### src/wdh_defines.vh
`ifndef WDH_DEFINES_VH
`define WDH_DEFINES_VH

// Register indices; byte address is four times the index
`define WDH_IDX_PRESCALE     8'h09
`define WDH_IDX_STATUS       8'h0a
`define WDH_IDX_COMMAND      8'h10
`define WDH_IDX_OPTION       8'h11

// Prescale control fields and reset value
`define WDH_PRESCALE_RESET   8'h07
`define WDH_SEL_LSB          0
`define WDH_SEL_MSB          2

// Status fields
`define WDH_STATUS_PDF_BIT   4
`define WDH_STATUS_TO_BIT    5

// Command fields (write), state readback (read)
`define WDH_CMD_CLEAR_BIT    0
`define WDH_CMD_HALT_BIT     1

// Option fields, writable once after power-up
`define WDH_OPT_ENABLE_BIT   0
`define WDH_OPT_RCSRC_BIT    1
`define WDH_OPT_RCMODE_BIT   2
`define WDH_OPT_WAKE_LSB     8
`define WDH_OPT_WAKE_MSB     15
`define WDH_OPTION_RESET     16'h0001

// Timing
`define WDH_BASE_DIV_BITS    8
`define WDH_STARTUP_CYCLES   1024
`define WDH_INSTR_DIV        4

`endif

### src/wdh_ctrl.v
// Notes on behaviour
// - Watchdog clock: RC oscillator or instruction clock.
// - Disabled watchdog ignores all watchdog operations; halt and the reset pin still clear its count.
// - Clock first divided by 256.
// - Prescaler field divides by two to code.
// - Running overflow: chip reset, set time-out.
// - Halted overflow: warm reset of PC, SP.
// - Reset pin, clear, halt clear watchdog.
// - Halt stops system oscillator; RC keeps running.
// - Halt keeps RAM, registers, port states.
// - Halt sets power-down, clears time-out; clear clears.
// - Wake on reset, interrupt, port edge, overflow.
// - Port A bits individually enabled for wake.
// - Disabled or stack-full interrupt resumes next instruction.
// - Wake waits 1024 clocks; vectored adds one.
// - Already pending interrupt cannot wake.
// - Time-out and power-down flags encode reset cause.
// - Start-up delay on power-up and wake only.
// - Reset clears watchdog, prescaler, puts core defaults.
// - RC mode drives clock divided by four out.
// - Time-out at status bit 5, power-down bit 4.
`timescale 1ns/1ns
`default_nettype none
`include "wdh_defines.vh"

module wdh_ctrl #(
   parameter IRQ_COUNT = 5,
   parameter PORT_BITS = 8
) (
   input  wire                 clock,
   input  wire                 srst,
   input  wire                 psel,
   input  wire                 penable,
   input  wire                 pwrite,
   input  wire [11:0]          paddr,
   input  wire [31:0]          pwdata,
   output reg  [31:0]          prdata,
   output reg                  pready,
   output reg                  pslverr,
   input  wire                 external_reset_pin_n,
   input  wire                 wdt_osc_clk,
   input  wire [PORT_BITS-1:0] port_a_pins,
   input  wire [IRQ_COUNT-1:0] irq_request,
   input  wire [IRQ_COUNT-1:0] irq_enable,
   input  wire                 stack_full,
   output reg                  chip_reset,
   output reg                  warm_reset,
   output reg                  core_run,
   output reg                  irq_vector_wake,
   output reg                  halted,
   output reg                  sys_osc_en,
   output reg                  hold_io,
   output reg                  osc_output_pin,
   output reg                  osc_output_pin_oe_n,
   output reg                  timeout_flag,
   output reg                  powerdown_flag
);

   localparam [2:0] ST_START = 3'd0;
   localparam [2:0] ST_RUN   = 3'd1;
   localparam [2:0] ST_HALT  = 3'd2;
   localparam [2:0] ST_WAKE  = 3'd3;
   localparam [2:0] ST_VEC   = 3'd4;

   // Counter spans the base stages plus the largest prescale
   localparam CNT_BITS = `WDH_BASE_DIV_BITS + 7;
   localparam integer DLY_LAST_I = `WDH_STARTUP_CYCLES - 1;
   localparam [9:0] DLY_LAST = DLY_LAST_I[9:0];

   // Terminal mask: 256 base counts times 2**sel
   function [CNT_BITS-1:0] wdh_tmask;
      input [2:0] sel;
      reg   [CNT_BITS:0] one_hot;
      begin
         one_hot = {{CNT_BITS{1'b0}}, 1'b1} << (`WDH_BASE_DIV_BITS + sel);
         wdh_tmask = one_hot[CNT_BITS-1:0] - {{(CNT_BITS-1){1'b0}}, 1'b1};
      end
   endfunction

   function wdh_hit;
      input [11:0] addr;
      input [7:0]  idx;
      begin
         wdh_hit = (addr == {2'b00, idx, 2'b00});
      end
   endfunction

   reg  [2:0]           state;
   reg  [2:0]           next_state;
   reg  [9:0]           dly;
   reg  [CNT_BITS-1:0]  wdt_cnt;
   reg  [7:0]           prescale;
   reg  [15:0]          option;
   reg                  option_locked;
   reg  [1:0]           instr_div;
   // Requests pending at halt entry cannot wake
   reg  [IRQ_COUNT-1:0] irq_snap;
   reg                  wake_vec;
   reg                  next_wake_vec;
   reg  [9:0]           next_dly;
   reg                  next_chip_reset;
   reg                  next_warm_reset;
   reg                  next_core_run;
   reg                  next_halted;
   reg  [CNT_BITS-1:0]  next_wdt_cnt;
   reg                  next_timeout;
   reg                  next_powerdown;
   reg  [7:0]           next_prescale;
   reg  [31:0]          next_prdata;
   reg                  next_pslverr;
   // Pin synchroniser stages
   reg                  rst_s1;
   reg                  rst_s2;
   reg                  wosc_s1;
   reg                  wosc_s2;
   reg                  wosc_s3;
   reg  [PORT_BITS-1:0] pa_s1;
   reg  [PORT_BITS-1:0] pa_s2;
   reg  [PORT_BITS-1:0] pa_s3;

   // Decoded bus strobes and wake events
   wire                 apb_acc;
   wire                 apb_wr;
   wire                 wdt_on;
   wire                 tick;
   wire                 cmd_wr;
   wire                 clr_cmd;
   wire                 halt_cmd;
   wire                 ext_low;
   wire                 ovf;
   wire                 pa_wake;
   wire [IRQ_COUNT-1:0] irq_new;
   wire                 irq_wake;
   wire                 irq_vec;
   wire                 any_wake;
   wire                 dly_done;
   wire [CNT_BITS-1:0]  tmask;

   assign apb_acc  = psel & penable & ~pready;
   assign apb_wr   = psel & penable & pready & pwrite;
   assign wdt_on   = option[`WDH_OPT_ENABLE_BIT];
   assign ext_low  = ~rst_s2;
   assign cmd_wr   = apb_wr & wdh_hit(paddr, `WDH_IDX_COMMAND);
   assign clr_cmd  = cmd_wr & pwdata[`WDH_CMD_CLEAR_BIT] & wdt_on;
   assign halt_cmd = cmd_wr & pwdata[`WDH_CMD_HALT_BIT]
                     & (state == ST_RUN) & ~ext_low;
   // RC ticks keep coming in halt; instruction ticks stop with the oscillator
   assign tick     = option[`WDH_OPT_RCSRC_BIT] ? (wosc_s2 & ~wosc_s3)
                     : (instr_div == 2'b11) & (state != ST_HALT);
   assign tmask    = wdh_tmask(prescale[`WDH_SEL_MSB:`WDH_SEL_LSB]);
   assign ovf      = wdt_on & tick & ((wdt_cnt & tmask) == tmask) & ~ext_low;
   assign pa_wake  = |(option[`WDH_OPT_WAKE_MSB:`WDH_OPT_WAKE_LSB]
                       & pa_s3 & ~pa_s2);
   assign irq_new  = irq_request & ~irq_snap;
   assign irq_wake = |irq_new;
   assign irq_vec  = |(irq_new & irq_enable) & ~stack_full;
   assign any_wake = ext_low | ovf | pa_wake | irq_wake;
   assign dly_done = (dly == DLY_LAST);

   always @* begin
      next_state = state;
      case (state)
         ST_START: begin
            if (dly_done) begin
               next_state = ST_RUN;
            end
         end
         ST_RUN: begin
            if (halt_cmd) begin
               next_state = ST_HALT;
            end
         end
         ST_HALT: begin
            if (any_wake) begin
               next_state = ST_WAKE;
            end
         end
         ST_WAKE: begin
            if (dly_done) begin
               next_state = wake_vec ? ST_VEC : ST_RUN;
            end
         end
         ST_VEC: begin
            next_state = ST_RUN;
         end
         default: begin
            next_state = ST_START;
         end
      endcase
   end

   // Delay counter restarts on every state change
   always @* begin
      if (next_state != state) begin
         next_dly = 10'h000;
      end else begin
         next_dly = dly + 10'h001;
      end
   end

   // Vectored wake only when an enabled request alone ends halt
   always @* begin
      next_wake_vec = wake_vec;
      if (state == ST_HALT && any_wake) begin
         next_wake_vec = irq_wake & irq_vec & ~ext_low & ~ovf & ~pa_wake;
      end
   end

   // Pin reset needs no start-up delay while running
   always @* begin
      next_chip_reset = ext_low | (ovf & (state != ST_HALT));
      next_warm_reset = ovf & (state == ST_HALT);
      next_core_run   = (next_state == ST_RUN) | (next_state == ST_VEC);
      next_halted     = (next_state == ST_HALT);
   end

   // Watchdog count; only bits under the terminal mask matter
   always @* begin
      next_wdt_cnt = wdt_cnt;
      if (ext_low | clr_cmd | halt_cmd | ovf) begin
         next_wdt_cnt = {CNT_BITS{1'b0}};
      end else if (wdt_on & tick) begin
         next_wdt_cnt = wdt_cnt + {{(CNT_BITS-1){1'b0}}, 1'b1};
      end
   end

   // Reset-cause flags; a time-out in the same cycle as a clear wins
   always @* begin
      next_timeout   = timeout_flag;
      next_powerdown = powerdown_flag;
      if (halt_cmd) begin
         next_powerdown = 1'b1;
         next_timeout   = 1'b0;
      end else if (clr_cmd) begin
         next_powerdown = 1'b0;
         next_timeout   = 1'b0;
      end
      if (ovf) begin
         next_timeout = 1'b1;
      end
   end

   // Prescale: chip-reset events (pin low, running overflow) win over a bus write in the same cycle
   always @* begin
      next_prescale = prescale;
      if (apb_wr & wdh_hit(paddr, `WDH_IDX_PRESCALE) & wdt_on) begin
         next_prescale = pwdata[7:0];
      end
      if (ext_low | (ovf & (state != ST_HALT))) begin
         next_prescale = `WDH_PRESCALE_RESET;
      end
   end

   // Read mux, decoded in the cycle before pready rises
   always @* begin
      next_prdata  = 32'h0000_0000;
      next_pslverr = 1'b0;
      if (wdh_hit(paddr, `WDH_IDX_PRESCALE)) begin
         next_prdata = {24'h00_0000, prescale};
      end else if (wdh_hit(paddr, `WDH_IDX_STATUS)) begin
         next_prdata = {26'h000_0000, timeout_flag, powerdown_flag,
                        4'h0};
      end else if (wdh_hit(paddr, `WDH_IDX_COMMAND)) begin
         next_prdata = {29'h0000_0000, state};
      end else if (wdh_hit(paddr, `WDH_IDX_OPTION)) begin
         next_prdata = {15'h0000, option_locked, option};
      end else begin
         next_pslverr = 1'b1;
      end
   end

   // Pin synchronisers; the third stages only feed edge detectors
   always @(posedge clock) begin
      if (srst) begin
         rst_s1  <= 1'b1;
         rst_s2  <= 1'b1;
         wosc_s1 <= 1'b0;
         wosc_s2 <= 1'b0;
         wosc_s3 <= 1'b0;
         pa_s1   <= {PORT_BITS{1'b1}};
         pa_s2   <= {PORT_BITS{1'b1}};
         pa_s3   <= {PORT_BITS{1'b1}};
      end else begin
         rst_s1  <= external_reset_pin_n;
         rst_s2  <= rst_s1;
         wosc_s1 <= wdt_osc_clk;
         wosc_s2 <= wosc_s1;
         wosc_s3 <= wosc_s2;
         pa_s1   <= port_a_pins;
         pa_s2   <= pa_s1;
         pa_s3   <= pa_s2;
      end
   end

   // Sequencer, start-up and wake delay
   always @(posedge clock) begin
      if (srst) begin
         state           <= ST_START;
         dly             <= 10'h000;
         wake_vec        <= 1'b0;
         irq_snap        <= {IRQ_COUNT{1'b0}};
         chip_reset      <= 1'b1;
         warm_reset      <= 1'b0;
         core_run        <= 1'b0;
         irq_vector_wake <= 1'b0;
         halted          <= 1'b0;
         sys_osc_en      <= 1'b1;
         hold_io         <= 1'b0;
      end else begin
         state           <= next_state;
         dly             <= next_dly;
         if (halt_cmd) begin
            irq_snap <= irq_request;
         end
         wake_vec        <= next_wake_vec;
         chip_reset      <= next_chip_reset;
         warm_reset      <= next_warm_reset;
         core_run        <= next_core_run;
         irq_vector_wake <= (state == ST_VEC);
         halted          <= next_halted;
         sys_osc_en      <= ~next_halted;
         hold_io         <= next_halted;
      end
   end

   // Watchdog counter and reset-cause flags
   always @(posedge clock) begin
      if (srst) begin
         wdt_cnt        <= {CNT_BITS{1'b0}};
         timeout_flag   <= 1'b0;
         powerdown_flag <= 1'b0;
      end else begin
         wdt_cnt        <= next_wdt_cnt;
         timeout_flag   <= next_timeout;
         powerdown_flag <= next_powerdown;
      end
   end

   // Instruction clock divider and its pin copy
   always @(posedge clock) begin
      if (srst) begin
         instr_div           <= 2'b00;
         osc_output_pin      <= 1'b0;
         osc_output_pin_oe_n <= 1'b1;
      end else begin
         if (state != ST_HALT) begin
            instr_div <= instr_div + 2'b01;
         end
         osc_output_pin      <= instr_div[1];
         osc_output_pin_oe_n <= ~option[`WDH_OPT_RCMODE_BIT];
      end
   end

   // APB slave, one wait state
   always @(posedge clock) begin
      if (srst) begin
         prescale      <= `WDH_PRESCALE_RESET;
         option        <= `WDH_OPTION_RESET;
         option_locked <= 1'b0;
         prdata        <= 32'h0000_0000;
         pready        <= 1'b0;
         pslverr       <= 1'b0;
      end else begin
         pready   <= apb_acc;
         pslverr  <= apb_acc & next_pslverr;
         if (apb_acc) begin
            prdata <= next_prdata;
         end
         prescale <= next_prescale;
         // Option bits are one-time writable, like fuses
         if (apb_wr & wdh_hit(paddr, `WDH_IDX_OPTION) & ~option_locked) begin
            option        <= pwdata[15:0];
            option_locked <= 1'b1;
         end
      end
   end

endmodule
`default_nettype wire

### config.mk
export PLATFORM = sky130hd
export DESIGN_NAME = wdh_ctrl
export DESIGN_NICKNAME = d
export VERILOG_FILES = /design/src/wdh_ctrl.v
export VERILOG_INCLUDE_DIRS = /design/src
export SDC_FILE = /design/constraint.sdc
export NUM_CORES = 1
export LEC_CHECK = 0
export BUFFER_PORTS_ARGS = -buffer_cell sky130_fd_sc_hd__buf_4
export CAP_MARGIN = 20
export CORE_ASPECT_RATIO = 0.6
export CORE_MARGIN = 3
export CORE_UTILIZATION = 48
export CTS_CLUSTER_DIAMETER = 30
export DETAILED_ROUTE_END_ITERATION = 16
export PLACE_DENSITY = 0.77
export RECOVER_POWER = 100
export SYNTH_ARGS = -nofsm -noshare
export SYNTH_HDL_FRONTEND = slang
export SYNTH_SLANG_ARGS = --single-unit
### constraint.sdc
create_clock -name clock -period 2 [get_ports clock]
set_clock_uncertainty 0.15 [all_clocks]
set_input_delay 0.4 -clock clock [delete_from_list [all_inputs] [get_ports clock]]
set_output_delay 0.4 -clock clock [all_outputs]
set_load 0.01 [all_outputs]
==> impl_metrics.env <==
export IMPL_synth_ff_type="dfxtp_1"
export IMPL_synthCells=527
export IMPL_synthTopCellsByArea="dfxtp_1 48%, nor2_1 5.5%, mux2i_1 4.7%"
export IMPL_nFillCells=808
export IMPL_yosys_warnings=0
export IMPL_yosysTopAreaCell="dfxtp_1"
export IMPL_clk_pin_slew_ps=60
export IMPL_hpwl_mm=8.49
export IMPL_htreeDepth=4
export IMPL_cpMaxStageDelayCell="dfxtp_2"
export IMPL_slew_viol_final=0
export IMPL_syn_avg_cell_area_um2=9.39
export IMPL_overflow=0
export IMPL_gp_congestion=0.849
export IMPL_hp_class="input port to flip-flop"
export IMPL_antenna_found_initial=0
export IMPL_yosysUniqueCellTypes=60
export IMPL_syn_to_final_growth_pct=30.2
export IMPL_start_kind="flip-flop"
export IMPL_cp_data_arrival_time_ps=2020
export IMPL_worst_pin_slew_ps=1100
export IMPL_die_area_mm2=0.0116
export IMPL_wl_per_cell_um=14.9
export IMPL_die_height_um=84.7
export IMPL_hold_ws_ps=26.0
export IMPL_drive_gt1_frac=0.264
export IMPL_cp_buffers_inverters=0
export IMPL_core_region_area_mm2=0.00995
export IMPL_numCtsBuffers=17
export IMPL_layout_min_cycle_time_ps=1890
export IMPL_slew_headroom=0.267
export IMPL_dr_first_iter_drc_count=282
export IMPL_tns_ps=0
export IMPL_cts_hold_fix_buffers=0
export IMPL_async_flop_share=0
export IMPL_top_layer="met4"
export IMPL_final_cell_mix="115 x dfxtp_1, 83 x buf_4, 72 x nor2_1, 40 x nand2_1, 36 x clkbuf_1"
export IMPL_io_buffers=83
export IMPL_initial_core_util=0.497
export IMPL_root_buffer="clkbuf_16"
export IMPL_critPathTopFamily="simple AND/OR/NAND/NOR gates"
export IMPL_ff_latch_area_mm2=0.00239
export IMPL_setup_ws_ps=113
export IMPL_cellPowerDensity_mw_per_mm2=949
export IMPL_crit_type="flip-flop to flip-flop"
export IMPL_outcome="complete, no violations"
export IMPL_synth_area_mm2=0.00495
export IMPL_synth_edff_count=0
export IMPL_synth_top_area_share=0.481
export IMPL_pre_cts_ws_ps=-132
export IMPL_routed_wl_met3_um=785
export IMPL_nets=718
export IMPL_cts_tree="done"
export IMPL_via_per_inst=5.22
export IMPL_antennaDiodeCount=0
export IMPL_ir_drop_mv=0.641
export IMPL_synth_seq_area_share=0.481
export IMPL_final_common_cell="dfxtp_1"
export IMPL_hold_violations=0
export IMPL_grt_pass1_wl_mm=19.7
export IMPL_drc=0
export IMPL_fmax_ghz=0.530
export IMPL_design_portCount=115
export IMPL_grt_max_degree=51
export IMPL_worstPathMaxFanout=9
export IMPL_slowest_delay_ps=340
export IMPL_num_vias=4141
export IMPL_required_ps=2140
export IMPL_wl_met1_mm=5.47
export IMPL_met2_length_mm=5.40
export IMPL_cellLeakagePower_uw=0.00259
export IMPL_first_global_vias=4152
export IMPL_setup_viol=0
export IMPL_postRouteAntennaNets=0
export IMPL_multi_input_area_mm2=0.00233
export IMPL_synth_seq_cells=119
export IMPL_end_kind="flip-flop"
export IMPL_crit_chain="ha_1 > nand2_1 > o31ai_4 > nand4_1 > or2_4 > o21bai_4 > nor2_1"
export IMPL_dr_pass1_iters=5
export IMPL_clock_path_buffers=2
export IMPL_post_route_period_util=0.944
export IMPL_rows=28
export IMPL_cts_sinks=119
export IMPL_die_w_um=137
export IMPL_maxCapViolCount=0
export IMPL_drt_wl_total_mm=11.8
export IMPL_clock_latency_ps=410
export IMPL_final_util=0.648
export IMPL_track_usage=0.214
==> metrics by stage <==
| step | instances | power (uW) | cell area (um^2) |
|---|---|---|---|
| after detailed placement | 759 | 2810 | 5870 |
| after global placement | 759 | 2800 | 5870 |
| final | 793 | 6110 | 6440 |
| after CTS | 792 | 6170 | 6540 |
| after floorplan | 541 | 2660 | 5000 |
| after global routing | 793 | 6330 | 6440 |
==> metal layers <==
metal  GRT usage  vias up
met5           0        -
met4      0.0879        0
met3      0.0575       18
met2       0.339      155
met1       0.278     1955
li1            -     2013
==> where the power goes <==
part / leakage, uW / switching [uW] / internal, uW
Sequential: 0.000969 / 21.0 / 2420
Clock: 0.000321 / 1100 / 2260
Combinational: 0.00130 / 160 / 151
==> path summary, 6_finish.rpt <==
kind	slack, ps	cells after the start	from	endpoint
max reg2reg	110	7	instr_div[0]	prescale[4]
max	110	7	instr_div[0]	prescale[4]
min	30	2	port_a_pins[1]	pa_s1[1]
min reg2reg	260	1	pa_s1[0]	pa_s2[0]
==> Yosys cell counts, types with 2 or more instances <==
master and number:
nor2b_1 12, xnor2_1 12, o21ai_0 8, mux2i_1 23, or2_2 28, buf_6 4
nand2_1 39, ha_1 3, nor3_1 14, nand3_1 17, nand3b_1 3, buf_4 17
o21a_1 2, and4_1 2, nand4_1 11, a211o_1 4, nor4_1 4, o21ai_2 2
a221oi_1 5, nor2_1 73, a211oi_1 3, nor4_4 3, clkbuf_1 13, o22ai_1 3
buf_2 5, a21oi_1 22, dfxtp_1 119, nor3_4 2, and3_1 13, inv_1 12
nor4b_1 3, xor2_1 12, a21boi_0 2, and3b_1 2, nand2b_1 5
==> logic make-up after synthesis <==
group                      count (synthesis)  share of synthesized area
AOI/OAI and AO/OA                         63                     0.0918
xor gates and xnor gates                  24                     0.0425
adders and majority gates                  3                    0.00758
buffers and inverters                     53                     0.0627
DFF                                      119                      0.481
muxes                                     23                     0.0465
other                                      1                   0.000758
and+or+nand+nor                          241                      0.267
==> flip-flops by register name, summed over array words and instances, names as in the netlist, 2 cells and up <==
name and flops:
pa_s2 8, state 3, option 16, pa_s1 8
prescale 8, wdt_cnt 15, irq_snap 5, pa_s3 8
instr_div 2, dly 10, prdata 17
==> worst reg2reg max path: stages, from the launching register on <==
cell and delay (ps):
dfxtp_2 340, ha_1 140, nand2_1 80, o31ai_4 290, nand4_1 130, or2_4 280
o21bai_4 260, nor2_1 100
==> what timing repair did <==
item                                    4_1_cts  5_1_grt
endpoints found under the setup margin        2       34
endpoints found under the hold margin         0        0
resized for setup                             0       13
pin swaps                                     1        4
setup buffers                                 1        1
==> cell type report <==
type                            instances  area share
Sequential cell                       119       0.371
Clock buffer                           18      0.0682
Tap cell                              135      0.0262
Clock inverter                         14      0.0342
Timing Repair Buffer                  126       0.132
Multi-Input combinational cell        369       0.361
Inverter                               12     0.00699
Power figures use the tool's default switching activity.
